==> config.mk <==
export PLATFORM = sky130hd
export DESIGN_NAME = dfp_top
export DESIGN_NICKNAME = d
export VERILOG_FILES = /design/src/rtl/dfp_top.v /design/src/rtl/dfp_trip_log.v
export VERILOG_INCLUDE_DIRS = /design/src /design/src/pkg
export SDC_FILE = /design/constraint.sdc
export NUM_CORES = 2
export LEC_CHECK = 0
export BUFFER_PORTS_ARGS = -buffer_cell sky130_fd_sc_hd__buf_2
export CAP_MARGIN = 20
export CORE_ASPECT_RATIO = 1.4
export CORE_MARGIN = 3
export CORE_UTILIZATION = 55
export DETAILED_ROUTE_END_ITERATION = 7
export HOLD_SLACK_MARGIN = 0.15
export PLACE_DENSITY_LB_ADDON = 0.25
export SETUP_SLACK_MARGIN = 0.3
export SYNTH_ARGS = -nofsm -noshare
export SYNTH_HDL_FRONTEND = slang
export SYNTH_SLANG_ARGS = --single-unit
export TNS_END_PERCENT = 30
==> constraint.sdc <==
create_clock -name clk -period 59.2 [get_ports clk]
set_clock_uncertainty 0.1 [all_clocks]
set_input_delay 11.84 -clock clk [delete_from_list [all_inputs] [get_ports clk]]
set_output_delay 11.84 -clock clk [all_outputs]
set_load 0.02 [all_outputs]
==> src/pkg/dfp_consts.vh <==
// Constants for the drive fault protection block
`ifndef DFP_CONSTS_VH
`define DFP_CONSTS_VH

// Register offsets
`define DFP_A_COAST_MODE 8'h00
`define DFP_A_COAST_DELAY 8'h01
`define DFP_A_FAN_SEL 8'h02
`define DFP_A_DRV_PRE 8'h04
`define DFP_A_MOT_PRE 8'h05
`define DFP_A_DRV_OL 8'h06
`define DFP_A_MOT_OL 8'h07
`define DFP_A_TRIP0 8'h08
`define DFP_A_TRIP1 8'h09
`define DFP_A_TRIP2 8'h0A
`define DFP_A_REC0 8'h0B
`define DFP_A_CNT_OC 8'h14
`define DFP_A_CNT_OV 8'h15
`define DFP_A_CNT_OH 8'h16
`define DFP_A_CNT_OL 8'h17
`define DFP_A_IPL_EN 8'h18
`define DFP_A_OH_EN 8'h1A
`define DFP_A_OPL_EN 8'h1B
`define DFP_A_IRQ_STAT 8'h20
`define DFP_A_IRQ_MASK 8'h21
`define DFP_A_STATUS 8'h22

// Reset values
`define DFP_RST_COAST_MODE 1'b0
`define DFP_RST_COAST_DELAY 10'h000
`define DFP_RST_FAN_SEL 2'h2
`define DFP_RST_PRE 7'h50
`define DFP_RST_DRV_OL 8'h96
`define DFP_RST_MOT_OL 7'h64

// Setting ranges
`define DFP_PRE_MIN 7'h32
`define DFP_PRE_MAX 7'h64
`define DFP_DRV_OL_MIN 8'h78
`define DFP_DRV_OL_MAX 8'hBE
`define DFP_MOT_OL_MIN 7'h14
`define DFP_MOT_OL_MAX 7'h64
`define DFP_DELAY_MAX 10'h258

// Fan modes
`define DFP_FAN_TEMP 2'h0
`define DFP_FAN_ALWAYS 2'h1
`define DFP_FAN_RUN 2'h2

// Trip codes
`define DFP_TC_OVERCURRENT 7'h02
`define DFP_TC_OVERVOLTAGE 7'h03
`define DFP_TC_IN_PHASE 7'h04
`define DFP_TC_DRV_OL 7'h05
`define DFP_TC_UNDERVOLT 7'h06
`define DFP_TC_OVERHEAT 7'h07
`define DFP_TC_MOT_OL 7'h08
`define DFP_TC_EXTERNAL 7'h0B
`define DFP_TC_PRERUN 7'h0C
`define DFP_TC_NO_MOTOR 7'h0D
`define DFP_TC_SAMPLING 7'h0F
`define DFP_TC_OC_SEC 7'h10
`define DFP_TC_OUT_PHASE 7'h11
`define DFP_TC_ANALOG 7'h12
`define DFP_TC_UNDERLOAD 7'h14
`define DFP_TC_PRESSURE 7'h16
`define DFP_TC_PID 7'h17
`define DFP_TC_SYNC_TUNE 7'h20
`define DFP_TC_COMM 7'h2D
`define DFP_TC_SEARCH 7'h2E
`define DFP_TC_WATCHDOG 7'h31
`define DFP_TC_OC_TER 7'h43

// Timing: delay step 100 ms, clock 100 ns
`define DFP_DELAY_STEP_NS 100000000
`define DFP_CLK_NS 100
// Low-speed derating: 10 Hz in 0.01 Hz units, 80 percent of threshold
`define DFP_LOWF_LIMIT 16'h03E8
`define DFP_LOWF_PCT 8'h50

// Interrupt bits
`define DFP_IRQ_TRIP 0
`define DFP_IRQ_COAST 1
`define DFP_IRQ_DRV_PRE 2
`define DFP_IRQ_MOT_PRE 3

`endif

==> src/rtl/dfp_top.v <==
// Drive fault protection: coast stop, fan, overload limits, trip log
// Summary of operation
// - Mode 0: coast immediately, delay ignored
// - Mode 1: coast after configured delay, max 60s
// - No delayed coast during speed search
// - Mode applies only to terminal coast requests
// - Fan mode 0: run when heatsink hot
// - Fan mode 1: run whenever powered
// - Fan mode 2: run, then until cooled
// - Two prealarm coefficients 50-100, default 80
// - Drive overload coefficient 120-190, default 150
// - Motor overload 20-100; smaller trips faster
// - Below 10Hz lower motor overload threshold
// - Keep three newest trip types
// - Trip codes 2 through 8
// - Trip codes 11 through 18
// - Trip codes 20 through 67
// - Snapshot frequency, current, bus voltage per trip
// - Count overcurrent, overvoltage, overheat, overload faults
//
// Chosen here: the register addresses and the plain strobed port.
`timescale 1ns/1ps
`include "dfp_consts.vh"
module dfp_top #(
  parameter DW = 16,
  parameter NW = 16,
  parameter STEP_CYC = `DFP_DELAY_STEP_NS / `DFP_CLK_NS
) (
  input wire clk,
  input wire rst,
  input wire [7:0] addr,
  input wire [31:0] wdata,
  input wire wr_en,
  input wire rd_en,
  output reg [31:0] rdata,
  output wire irq,
  input wire term_coast_req,
  input wire other_coast_req,
  input wire speed_search,
  input wire running,
  input wire heatsink_hot,
  input wire [DW-1:0] out_freq,
  input wire [DW-1:0] out_curr,
  input wire [DW-1:0] bus_volt,
  input wire [DW-1:0] rated_curr,
  input wire overcurrent_trip,
  input wire overvoltage_trip,
  input wire input_phase_loss_det,
  input wire supply_undervoltage_trip,
  input wire heatsink_overtemp_det,
  input wire external_fault_trip,
  input wire prerun_current_fault,
  input wire tuning_without_motor_fault,
  input wire current_sampling_fault,
  input wire secondary_overcurrent_trip,
  input wire output_phase_loss_det,
  input wire analog_loss_trip,
  input wire underload_trip,
  input wire pressure_trip,
  input wire pid_setting_fault,
  input wire sync_motor_tuning_fault,
  input wire comm_timeout_trip,
  input wire speed_search_fault,
  input wire watchdog_trip,
  input wire tertiary_overcurrent_trip,
  input wire drive_overload_det,
  input wire motor_overload_det,
  output reg coast_stop,
  output reg fan_on,
  output reg [DW-1:0] drive_ol_limit,
  output reg [DW-1:0] drive_pre_limit,
  output reg [DW-1:0] motor_ol_limit,
  output reg [DW-1:0] motor_pre_limit,
  output reg trip_out
);
  localparam [2:0] ST_IDLE = 3'b001;
  localparam [2:0] ST_WAIT = 3'b010;
  localparam [2:0] ST_STOP = 3'b100;

  reg coast_stop_mode_select;
  reg [9:0] coast_stop_delay;
  reg [1:0] fan_control_select;
  reg [6:0] drive_overload_prealarm_coef;
  reg [6:0] motor_overload_prealarm_coef;
  reg [7:0] drive_overload_coef;
  reg [6:0] motor_overload_coef;
  reg input_phase_loss_enable;
  reg overheat_protect_enable;
  reg output_phase_loss_enable;
  reg [3:0] irq_stat_reg;
  reg [3:0] irq_mask_reg;
  reg [2:0] state_reg;
  reg [2:0] state_next;
  reg [31:0] tick_reg;
  reg [9:0] dcnt_reg;
  reg run_seen_reg;
  reg [6:0] trip_code;
  reg trip_valid;
  reg [3:0] irq_evt;
  reg [14:0] mot_eff;
  reg [31:0] rd_mux;
  wire [20:0] code_flat;
  wire [9*DW-1:0] snap_flat;
  wire [4*NW-1:0] count_flat;
  wire tick;
  wire [6:0] wd7;
  wire [7:0] wd8;
  wire [9:0] wd10;

  assign wd7 = wdata[6:0];
  assign wd8 = wdata[7:0];
  assign wd10 = wdata[9:0];
  wire [31:0] dol_c = rated_curr * drive_overload_coef / 32'h0000_0064;
  wire [31:0] dpr_c = dol_c * drive_overload_prealarm_coef / 32'h0000_0064;
  wire [31:0] mol_c = rated_curr * mot_eff / 32'h0000_0064;
  wire [31:0] mpr_c = mol_c * motor_overload_prealarm_coef / 32'h0000_0064;

  // Out-of-range settings are refused, old value kept
  always @(posedge clk or posedge rst) begin
    if (rst) begin
      coast_stop_mode_select <= `DFP_RST_COAST_MODE;
      coast_stop_delay <= `DFP_RST_COAST_DELAY;
      fan_control_select <= `DFP_RST_FAN_SEL;
      drive_overload_prealarm_coef <= `DFP_RST_PRE;
      motor_overload_prealarm_coef <= `DFP_RST_PRE;
      drive_overload_coef <= `DFP_RST_DRV_OL;
      motor_overload_coef <= `DFP_RST_MOT_OL;
      input_phase_loss_enable <= 1'b1;
      overheat_protect_enable <= 1'b1;
      output_phase_loss_enable <= 1'b0;
      irq_mask_reg <= 4'h0;
    end else if (wr_en) begin
      case (addr)
        `DFP_A_COAST_MODE: coast_stop_mode_select <= wdata[0];
        `DFP_A_COAST_DELAY:
          if (wdata[31:10] == 22'h0 && wd10 <= `DFP_DELAY_MAX)
            coast_stop_delay <= wd10;
        `DFP_A_FAN_SEL:
          if (wdata[31:2] == 30'h0 && wdata[1:0] != 2'h3)
            fan_control_select <= wdata[1:0];
        `DFP_A_DRV_PRE:
          if (wdata[31:7] == 25'h0 && wd7 >= `DFP_PRE_MIN &&
              wd7 <= `DFP_PRE_MAX)
            drive_overload_prealarm_coef <= wd7;
        `DFP_A_MOT_PRE:
          if (wdata[31:7] == 25'h0 && wd7 >= `DFP_PRE_MIN &&
              wd7 <= `DFP_PRE_MAX)
            motor_overload_prealarm_coef <= wd7;
        `DFP_A_DRV_OL:
          if (wdata[31:8] == 24'h0 && wd8 >= `DFP_DRV_OL_MIN &&
              wd8 <= `DFP_DRV_OL_MAX)
            drive_overload_coef <= wd8;
        `DFP_A_MOT_OL:
          if (wdata[31:7] == 25'h0 && wd7 >= `DFP_MOT_OL_MIN &&
              wd7 <= `DFP_MOT_OL_MAX)
            motor_overload_coef <= wd7;
        `DFP_A_IPL_EN: input_phase_loss_enable <= wdata[0];
        `DFP_A_OH_EN: overheat_protect_enable <= wdata[0];
        `DFP_A_OPL_EN: output_phase_loss_enable <= wdata[0];
        `DFP_A_IRQ_MASK: irq_mask_reg <= wdata[3:0];
        default: ;
      endcase
    end
  end

  // 100 ms tick for the coast delay
  assign tick = tick_reg == STEP_CYC - 1;
  always @(posedge clk or posedge rst) begin
    if (rst)
      tick_reg <= 32'h0000_0000;
    else if (state_reg != ST_WAIT || tick)
      tick_reg <= 32'h0000_0000;
    else
      tick_reg <= tick_reg + 32'h0000_0001;
  end

  always @* begin
    state_next = state_reg;
    case (state_reg)
      ST_IDLE: begin
        if (other_coast_req) begin
          state_next = ST_STOP;
        end else if (term_coast_req) begin
          if (!coast_stop_mode_select || speed_search ||
              coast_stop_delay == 10'h000)
            state_next = ST_STOP;
          else
            state_next = ST_WAIT;
        end
      end
      ST_WAIT: begin
        if (other_coast_req || (speed_search && term_coast_req))
          state_next = ST_STOP;
        else if (!term_coast_req)
          state_next = ST_IDLE;
        else if (tick && dcnt_reg == coast_stop_delay - 10'h001)
          state_next = ST_STOP;
      end
      ST_STOP: begin
        if (!term_coast_req && !other_coast_req)
          state_next = ST_IDLE;
      end
      default: state_next = ST_IDLE;
    endcase
  end

  always @(posedge clk or posedge rst) begin
    if (rst) begin
      state_reg <= ST_IDLE;
      dcnt_reg <= 10'h000;
      coast_stop <= 1'b0;
    end else begin
      state_reg <= state_next;
      coast_stop <= state_next == ST_STOP;
      if (state_reg != ST_WAIT)
        dcnt_reg <= 10'h000;
      else if (tick)
        dcnt_reg <= dcnt_reg + 10'h001;
    end
  end

  // Fan: the run-seen latch holds the fan after a stop until cool
  always @(posedge clk or posedge rst) begin
    if (rst) begin
      run_seen_reg <= 1'b0;
      fan_on <= 1'b0;
    end else begin
      if (running)
        run_seen_reg <= 1'b1;
      else if (!heatsink_hot)
        run_seen_reg <= 1'b0;
      case (fan_control_select)
        `DFP_FAN_TEMP: fan_on <= heatsink_hot;
        `DFP_FAN_ALWAYS: fan_on <= 1'b1;
        `DFP_FAN_RUN: fan_on <= running ||
          (run_seen_reg && heatsink_hot);
        default: fan_on <= 1'b0;
      endcase
    end
  end

  // Limits in current units; below 10 Hz the motor limit is derated
  always @* begin
    mot_eff = {8'h00, motor_overload_coef};
    if (out_freq < `DFP_LOWF_LIMIT)
      mot_eff = motor_overload_coef * `DFP_LOWF_PCT / 15'h0064;
  end

  always @(posedge clk or posedge rst) begin
    if (rst) begin
      drive_ol_limit <= {DW{1'b0}};
      drive_pre_limit <= {DW{1'b0}};
      motor_ol_limit <= {DW{1'b0}};
      motor_pre_limit <= {DW{1'b0}};
    end else begin
      drive_ol_limit <= dol_c[DW-1:0];
      drive_pre_limit <= dpr_c[DW-1:0];
      motor_ol_limit <= mol_c[DW-1:0];
      motor_pre_limit <= mpr_c[DW-1:0];
    end
  end

  // Fault priority encoder; one code logged per cycle
  always @* begin
    trip_valid = 1'b1;
    if (overcurrent_trip) trip_code = `DFP_TC_OVERCURRENT;
    else if (overvoltage_trip) trip_code = `DFP_TC_OVERVOLTAGE;
    else if (input_phase_loss_det && input_phase_loss_enable)
      trip_code = `DFP_TC_IN_PHASE;
    else if (drive_overload_det) trip_code = `DFP_TC_DRV_OL;
    else if (supply_undervoltage_trip) trip_code = `DFP_TC_UNDERVOLT;
    else if (heatsink_overtemp_det && overheat_protect_enable)
      trip_code = `DFP_TC_OVERHEAT;
    else if (motor_overload_det) trip_code = `DFP_TC_MOT_OL;
    else if (external_fault_trip) trip_code = `DFP_TC_EXTERNAL;
    else if (prerun_current_fault) trip_code = `DFP_TC_PRERUN;
    else if (tuning_without_motor_fault) trip_code = `DFP_TC_NO_MOTOR;
    else if (current_sampling_fault) trip_code = `DFP_TC_SAMPLING;
    else if (secondary_overcurrent_trip) trip_code = `DFP_TC_OC_SEC;
    else if (output_phase_loss_det && output_phase_loss_enable)
      trip_code = `DFP_TC_OUT_PHASE;
    else if (analog_loss_trip) trip_code = `DFP_TC_ANALOG;
    else if (underload_trip) trip_code = `DFP_TC_UNDERLOAD;
    else if (pressure_trip) trip_code = `DFP_TC_PRESSURE;
    else if (pid_setting_fault) trip_code = `DFP_TC_PID;
    else if (sync_motor_tuning_fault) trip_code = `DFP_TC_SYNC_TUNE;
    else if (comm_timeout_trip) trip_code = `DFP_TC_COMM;
    else if (speed_search_fault) trip_code = `DFP_TC_SEARCH;
    else if (watchdog_trip) trip_code = `DFP_TC_WATCHDOG;
    else if (tertiary_overcurrent_trip) trip_code = `DFP_TC_OC_TER;
    else begin
      trip_code = 7'h00;
      trip_valid = 1'b0;
    end
  end

  // Trip output follows any enabled fault one cycle later; only its rising edge logs, so a held fault logs once
  always @(posedge clk or posedge rst) begin
    if (rst)
      trip_out <= 1'b0;
    else
      trip_out <= trip_valid;
  end

  dfp_trip_log #(.CW(7), .DW(DW), .NW(NW)) u_log (
    .clk(clk),
    .rst(rst),
    .trip_valid(trip_valid && !trip_out),
    .trip_code(trip_code),
    .freq_in(out_freq),
    .curr_in(out_curr),
    .vbus_in(bus_volt),
    .code_flat(code_flat),
    .snap_flat(snap_flat),
    .count_flat(count_flat)
  );

  // Sticky interrupts, write one to clear, set wins
  always @* begin
    irq_evt = 4'h0;
    irq_evt[`DFP_IRQ_TRIP] = trip_valid && !trip_out;
    irq_evt[`DFP_IRQ_COAST] = state_next == ST_STOP && !coast_stop;
    irq_evt[`DFP_IRQ_DRV_PRE] = out_curr >= dpr_c[DW-1:0];
    irq_evt[`DFP_IRQ_MOT_PRE] = out_curr >= mpr_c[DW-1:0];
  end

  always @(posedge clk or posedge rst) begin
    if (rst)
      irq_stat_reg <= 4'h0;
    else if (wr_en && addr == `DFP_A_IRQ_STAT)
      irq_stat_reg <= (irq_stat_reg & ~wdata[3:0]) | irq_evt;
    else
      irq_stat_reg <= irq_stat_reg | irq_evt;
  end

  assign irq = |(irq_stat_reg & irq_mask_reg);

  always @* begin
    rd_mux = 32'h0000_0000;
    case (addr)
      `DFP_A_COAST_MODE: rd_mux[0] = coast_stop_mode_select;
      `DFP_A_COAST_DELAY: rd_mux[9:0] = coast_stop_delay;
      `DFP_A_FAN_SEL: rd_mux[1:0] = fan_control_select;
      `DFP_A_DRV_PRE: rd_mux[6:0] = drive_overload_prealarm_coef;
      `DFP_A_MOT_PRE: rd_mux[6:0] = motor_overload_prealarm_coef;
      `DFP_A_DRV_OL: rd_mux[7:0] = drive_overload_coef;
      `DFP_A_MOT_OL: rd_mux[6:0] = motor_overload_coef;
      `DFP_A_TRIP0: rd_mux[6:0] = code_flat[6:0];
      `DFP_A_TRIP1: rd_mux[6:0] = code_flat[13:7];
      `DFP_A_TRIP2: rd_mux[6:0] = code_flat[20:14];
      `DFP_A_IPL_EN: rd_mux[0] = input_phase_loss_enable;
      `DFP_A_OH_EN: rd_mux[0] = overheat_protect_enable;
      `DFP_A_OPL_EN: rd_mux[0] = output_phase_loss_enable;
      `DFP_A_IRQ_STAT: rd_mux[3:0] = irq_stat_reg;
      `DFP_A_IRQ_MASK: rd_mux[3:0] = irq_mask_reg;
      `DFP_A_STATUS: rd_mux[5:0] = {trip_out, fan_on, coast_stop, state_reg};
      default: begin
        if (addr >= `DFP_A_REC0 && addr < `DFP_A_REC0 + 8'h09)
          rd_mux[DW-1:0] = snap_flat[(addr - `DFP_A_REC0) * DW +: DW];
        else if (addr >= `DFP_A_CNT_OC && addr <= `DFP_A_CNT_OL)
          rd_mux[NW-1:0] = count_flat[(addr - `DFP_A_CNT_OC) * NW +: NW];
      end
    endcase
  end

  always @(posedge clk or posedge rst) begin
    if (rst)
      rdata <= 32'h0000_0000;
    else if (rd_en)
      rdata <= rd_mux;
    else
      rdata <= 32'h0000_0000;
  end
endmodule

==> src/rtl/dfp_trip_log.v <==
// Three-deep trip history with snapshots and category counters
`timescale 1ns/1ps
module dfp_trip_log #(
  parameter CW = 7,
  parameter DW = 16,
  parameter NW = 16
) (
  input wire clk,
  input wire rst,
  input wire trip_valid,
  input wire [CW-1:0] trip_code,
  input wire [DW-1:0] freq_in,
  input wire [DW-1:0] curr_in,
  input wire [DW-1:0] vbus_in,
  output wire [3*CW-1:0] code_flat,
  output wire [9*DW-1:0] snap_flat,
  output wire [4*NW-1:0] count_flat
);
  reg [CW-1:0] code_reg [0:2];
  reg [3*DW-1:0] snap_reg [0:2];
  reg [NW-1:0] cnt_reg [0:3];
  wire [3:0] cat_hit;
  genvar i;

  assign cat_hit[0] = trip_code == `DFP_TC_OVERCURRENT ||
    trip_code == `DFP_TC_OC_SEC || trip_code == `DFP_TC_OC_TER;
  assign cat_hit[1] = trip_code == `DFP_TC_OVERVOLTAGE;
  assign cat_hit[2] = trip_code == `DFP_TC_OVERHEAT;
  assign cat_hit[3] = trip_code == `DFP_TC_DRV_OL ||
    trip_code == `DFP_TC_MOT_OL;

  generate
    for (i = 0; i < 3; i = i + 1) begin : g_ent
      always @(posedge clk or posedge rst) begin
        if (rst) begin
          code_reg[i] <= {CW{1'b0}};
          snap_reg[i] <= {3*DW{1'b0}};
        end else if (trip_valid) begin
          if (i == 0) begin
            code_reg[i] <= trip_code;
            snap_reg[i] <= {vbus_in, curr_in, freq_in};
          end else begin
            code_reg[i] <= code_reg[i-1];
            snap_reg[i] <= snap_reg[i-1];
          end
        end
      end
      assign code_flat[i*CW +: CW] = code_reg[i];
      assign snap_flat[i*3*DW +: 3*DW] = snap_reg[i];
    end
    for (i = 0; i < 4; i = i + 1) begin : g_cnt
      // Saturate so a wrapped count never reads as few faults
      always @(posedge clk or posedge rst) begin
        if (rst)
          cnt_reg[i] <= {NW{1'b0}};
        else if (trip_valid && cat_hit[i] && ~&cnt_reg[i])
          cnt_reg[i] <= cnt_reg[i] + 1'b1;
      end
      assign count_flat[i*NW +: NW] = cnt_reg[i];
    end
  endgenerate
endmodule

### After elaboration in Yosys (flattened, before gate mapping)

Cells that the tools add are included.

| cells by class | value |
|---|---|
| shift operators | 2 |
| $lt $le $gt $ge | 13 |
| multipliers | 5 |
| reductions and logical operators | 76 |
| muxes and demuxes | 71 |
| divide/modulo/power cells | 5 |
| eq/ne operators | 33 |
| add/sub/neg operators | 9 |
| bitwise operators | 5 |

Operators by type and width:

| operator | count |
|---|---|
| two-way mux 7 bit | 22 |
| variable part select 144 x 33 -> 16 bit | 1 |
| adder 16 x 1 -> 16 bit, second input constant | 4 |
| divider 32 x 7 -> 32 bit, second input constant | 2 |
| multiplier 32 x 7 -> 32 bit | 2 |
| AND reduction 16 bit | 4 |
| variable part select 64 x 33 -> 16 bit | 1 |
| two-way mux 16 bit | 3 |
| adder 32 x 1 -> 32 bit, second input constant | 1 |
| divider 24 x 7 -> 32 bit, second input constant | 1 |
| divider 31 x 7 -> 32 bit, second input constant | 1 |
| == test 32 x 20 -> 1 bit, second input constant | 1 |
| == test 8 x 3 -> 1 bit, second input constant | 4 |
| >= comparator 16 bit | 2 |
| two-way mux 32 bit | 1 |
| multiplier 16 x 15 -> 31 bit | 1 |
| zero test 30 bit | 1 |
| logical AND 1 bit | 28 |
| zero test 25 bit | 1 |
| == test 8 x 4 -> 1 bit, second input constant | 3 |
| == test 8 x 5 -> 1 bit, second input constant | 3 |
| == test 8 x 6 -> 1 bit, second input constant | 3 |
| zero test 24 bit | 1 |
| multiplier 16 x 8 -> 24 bit | 1 |
| other kinds (65) | 127 |

| storage, ports and cells | value |
|---|---|
| input port bits | 135 |
| flip-flop bits (word level) | 427 |
| word-level logic and storage cells | 253 |

### Logic depth before layout (Yosys ltp)

| depth | value |
|---|---|
| word-level depth | 27 |
| gate-level depth with buffers | 223 |
| mapped depth without buffers | 204 |

### Cells and area by module

A second synthesis with hierarchy kept.

| unflattened totals | value |
|---|---|
| cell total of the unflattened synthesis | 6469 |
| area, all modules | 56185.1 um^2 |

Modules (own cells, without submodules):

| module | cells an instance | seq. area each (um^2) | instances | area an instance (um^2) |
|---|---|---|---|---|
| dfp_top | 5841 | 4573.1 | 1 | 47021.3 |
| dfp_trip_log | 628 | 5730.5 | 1 | 9163.8 |

### Worst setup path before layout

Ideal clock, no wire load.

| timing path | value |
|---|---|
| path type | input to register |
| from | input out_freq[10] |
| to | register irq_stat_reg[3] |
| data arrival time | 48.130 ns |
| cell stages on the path | 164 |
| library setup time | 0.136 ns |
| path buffers | 15 |
| slack | 10.834 ns |
| required time | 58.964 ns |
| cells stage by stage | or4_1 -> nor4_1 -> clkbuf_1 -> nor2_1 -> a21oi_1 -> clkbuf_1 -> nand2_1 -> fa_1 -> inv_1 -> fa_1 -> inv_1 -> fa_1 -> inv_1 -> ha_1 -> fa_1 -> inv_1 -> fa_1 -> inv_1 -> [128 not listed] -> ha_1 -> nand2b_1 -> a21o_1 -> a21o_1 -> a21oi_1 -> nor2b_1 -> o21ai_0 -> nand2b_1 -> a21oi_1 -> nor2b_1 -> o21ai_0 -> nand2b_1 -> a21oi_1 -> nor2b_1 -> o21ai_0 -> nand2b_1 -> a21oi_1 -> o21ai_0 |

| on the way | value |
|---|---|
| longest elaborated chain between the ends | 9 |
| elaborated cells between the ends (all ways) | 10 |
| classes of those cells | 2 x mul; 2 x div; 2 x order compare; 2 x mux; 2 x bitwise |

Ends and longest elaborated chain:

| what | line | text |
|---|---|---|
| start: declaration | dfp_top.v:42 | `input wire [DW-1:0] out_freq,` |
| less-than comparator 16 x 10 -> 1 bit (no source line) (*) | n/a |  |
| two-way mux 15 bit (*) | dfp_top.v:245 | `` if (out_freq < `DFP_LOWF_LIMIT) `` |
| multiplier 16 x 15 -> 31 bit (*) | dfp_top.v:115 | `wire [31:0] mol_c = rated_curr * mot_eff / 32'h0000_0064;` |
| divider 31 x 7 -> 32 bit (*) | dfp_top.v:115 |  |
| net mol_c[2] | dfp_top.v:115 |  |
| multiplier 32 x 7 -> 32 bit (*) | dfp_top.v:116 | `wire [31:0] mpr_c = mol_c * motor_overload_prealarm_coef / 32'h0000_0064;` |
| divider 32 x 7 -> 32 bit (*) | dfp_top.v:116 |  |
| net mpr_c[15] | dfp_top.v:116 |  |
| >= comparator 16 bit (*) | dfp_top.v:324 | `` irq_evt[`DFP_IRQ_MOT_PRE] = out_curr >= mpr_c[DW-1:0]; `` |
| OR 4 bit (on tied branches) | dfp_top.v:333, dfp_top.v:331 |  |
| two-way mux 4 bit (*) | dfp_top.v:330 | `` else if (wr_en && addr == `DFP_A_IRQ_STAT) `` |
| end signal: assignment | dfp_top.v:331 | `irq_stat_reg <= (irq_stat_reg & ~wdata[3:0]) \| irq_evt;` |
| end signal: assignment | dfp_top.v:333 | `irq_stat_reg <= irq_stat_reg \| irq_evt;` |
| end: declaration | dfp_top.v:90 | `reg [3:0] irq_stat_reg;` |

The timed path passes the listed nets; every way through them passes the cells marked *.
A chain may end at the register's enable or synchronous reset.

### Worst setup path in the final report

Ends and elaborated chain as after synthesis.

==> flow_results.org <==
** Status
- Run status :: complete, but fails checks
- The checks that failed: DRC.

** Finish
- Growth of design area from synthesis to finish :: 5.75%
- Top library cells by usage in the layout, fill and taps aside :: 1176 x nand2_1, 495 x inv_1, 427 x nor2_1, 396 x dfrtp_1, 337 x fa_1
- Flip-flop count of the largest register, all copies and words added :: roughly 140
- Most common cell after layout, fill and taps aside :: nand2_1
- Share of layout cells above drive strength 1 :: about an eighth
- Post-layout net count :: 7690

** Detailed routing
- Routed len/inst :: 20.7 um
- The final layout contains routed wiring with a total length of 172000 um.
- Total number of vias :: about 53000
- Via density per instance :: 6.40
- For this run, design rule violations remaining after detail routing come to 1.
- Number of antenna-violating nets in the routed design :: 0
- Iteration-0 DRC Markers :: around 4200
- Number of iterations in the first detailed-routing pass :: 8

** Clock tree
- TritonCTS created 46 clock buffers.
- CTS built an H-tree with a depth of 2.
- The clock passes through at most 3 buffers.
- After clock tree synthesis, the clock-pin slew on the worst setup and hold paths is about 0.080 ns.
- CTS placed an instance of clkbuf_16 at the clock tree root.
- Clock Latency Late Sink :: about 0.63 ns
- In this run the post-CTS setup repair buffer count came out at 0.
- TritonCTS Sinks :: ~400
- Number of hold-repair buffers added at the cts stage :: 0
- TritonCTS built the clock tree.
- Once the clock tree was built, the resizer swapped 0 gates to a different size.

** Timing
- For the final routed database, the setup TNS stands at 0 ns.
- Setup repair after global routing missed its margin :: false
- Fin crit period :: 55.07 ns
- Total count of max-transition violations in the final report :: 0
- The count of endpoints failing hold in the final timing report is 0.
- Ratio of final minimum period to clock period :: 93.0%
- Transition time of the tightest slew-check pin :: roughly 1.1 ns
- Max Fclk :: roughly 18 MHz
- Number of setup violations in the final report :: 0
- Relative slew margins :: about 26%

** Logic synthesis
- Yosys printed 0 warnings.
- The share of the Yosys chip area taken by registers is between 10% and 20%.
- Number of enable-type register cells in the synthesized netlist :: 0
- Number of flip-flops and latches in the synthesized netlist :: a little over 400
- Top_reg_cell synth :: dfrtp_1
- Of all flip-flops after synthesis, the portion carrying an async set or reset was 100%.
- Syn Std Cell Area :: 0.0564 mm^2
- Dividing the synthesized area by the synthesized cell count gives between 8 and 9 um^2.
- Number of distinct library cells after synthesis :: 180
- Gate count after technology mapping :: approximately 6900

** Setup path
- Critical path's largest stage delay :: approximately 0.93 ns
- Crit-path slowest cell :: o32ai_1
- For the worst setup path, the data required time is ~60 ns.
- Critical Path AT :: ~55 ns
- STA classifies the critical path startpoint as an input port.
- Setup Crit Path Kind :: input port to flip-flop
- Maximum fanout count along the critical path :: 17
- Reg2reg start :: motor_overload_coef[1]
- STA classifies the critical path endpoint as a flip-flop.
- Tracing the worst setup path back leads to its startpoint at out_freq[10].

** Die
- The die is about 280 um wide.
- Number of placement rows :: ~140
- Ports :: 235
- Core box area :: between 0.1 and 0.15 mm^2
- Initial core utilization :: 55.6%
- Floorplan die height :: 385 um
- The die covers 0.107 mm^2.

** Placed design
- Port-buffer cells :: roughly 220
- HPWL after DPL :: 133000 um
- The congestion estimate from routability-driven global placement came to roughly 1.

** Min path
- Beginning of the worst hold path :: u_log.snap_flat[99]
- The min-delay analysis places its worst path in the category flip-flop to flip-flop.

** Global route
- After global routing the overflow that remains totals 0.
- Overall track demand over capacity in global routing :: a little under a third
- The via count of the first global-routing pass is 52051.
- Antenna violations before repair :: 19
- The first global-routing pass estimated approximately 270000 um of wire.
- Entering global routing, the biggest net connects approximately 180 pins.

** Flow run
- The tool flagged a number of max-cap violations equal to 0.
[per-layer routing]
metal  up-vias  share of wire (%)  track usage [%]
met5         -                  0                0
met1     25890                 38             36.2
met4         0                5.2             15.3
li1      24618                  -                -
met3       524                6.5             4.42
met2      2083                 50             56.5
[worst max-delay path: cells and delay by family]
kind                       cells  cell delay (ns)
buffers and inverters         13             1.81
AOI/OAI and AO/OA             79            23.47
adders and majority gates     15             6.56
xor gates and xnor gates       4             1.39
and+or+nand+nor               39             9.06
muxes                          3             1.26
[cells in the mapped netlist, types with 55 or more instances]
cell / number / area share (%)
nor4_1: 64 / 0.71
fa_1: 337 / 12
clkbuf_1: 169 / 1.1
or3_1: 59 / 0.65
nand3_1: 173 / 1.5
ha_1: 298 / 6.6
and2_1: 183 / 2.0
a21oi_1: 309 / 2.7
inv_1: 496 / 3.3
nor3_1: 172 / 1.5
and3_1: 69 / 0.76
o21ai_0: 269 / 2.4
dfrtp_1: 396 / 18
nor2_1: 428 / 2.8
o21a_1: 68 / 0.90
mux2_2: 66 / 1.3
xor2_1: 110 / 1.7
a211oi_1: 70 / 0.93
a21o_1: 67 / 0.89
nand4_1: 68 / 0.75
xnor2_1: 267 / 4.1
o211ai_1: 74 / 0.98
mux2i_1: 55 / 0.98
a31oi_1: 63 / 0.70
nand2_1: 1176 / 7.8
[metrics by stage]
| stage | cells | instance area [um^2] | util (%) | hold WS (ns) | setup WS [ns] |
|---|---|---|---|---|---|
| 5_1_grt | 8295 | 59700 | 58.8 | 0.396 | 0.946 |
| 2_1_floorplan | 6897 | 56500 | - | 0.341 | 10.83 |
| 3_3_place_gp | 8197 | 57900 | 57.0 | 0.353 | 4.55 |
| 6_report | 8305 | 59700 | 58.8 | 0.371 | 4.13 |
| 4_1_cts | 8283 | 59600 | 58.7 | 0.374 | 3.78 |
| 3_5_place_dp | 8197 | 57900 | 57.0 | 0.360 | 3.13 |
[path summary, 6_finish.rpt]
kind	end	slack (ns)	cells past startpoint
max reg2reg	irq_stat_reg[3]	6.04	199
max	irq_stat_reg[3]	4.13	153
min reg2reg	u_log.snap_flat[99]	0.37	2
min in group asynchronous	u_log.snap_flat[105]	11.28	2
min	u_log.snap_flat[99]	0.37	2
max in group asynchronous	motor_ol_limit[6]	45.39	4
[cells by family after synthesis]
kind of cell	count (synthesis)	share of synthesized area, %
other cells	1	0.00664
fa+ha+maj	659	19.0
simple gates	2702	22.9
buf+inv	818	6.65
xor+xnor	389	6.24
compound gates	1728	22.7
mux	174	4.32
flops	411	18.3
[final cells by class]
class	instances	area, um^2
inverters	513	1940
fillers	9241	41800
diodes	17	42.5
clock inverters	30	455
well taps	1330	1660
multi-input cells	5668	42500
repair buffers	280	1570
clock buffers	56	1240
flip-flops and latches	411	10300
Power is left out: the tool's default activity adds up to more than one toggle a clock period on the data nets, which glitch-free logic cannot reach.
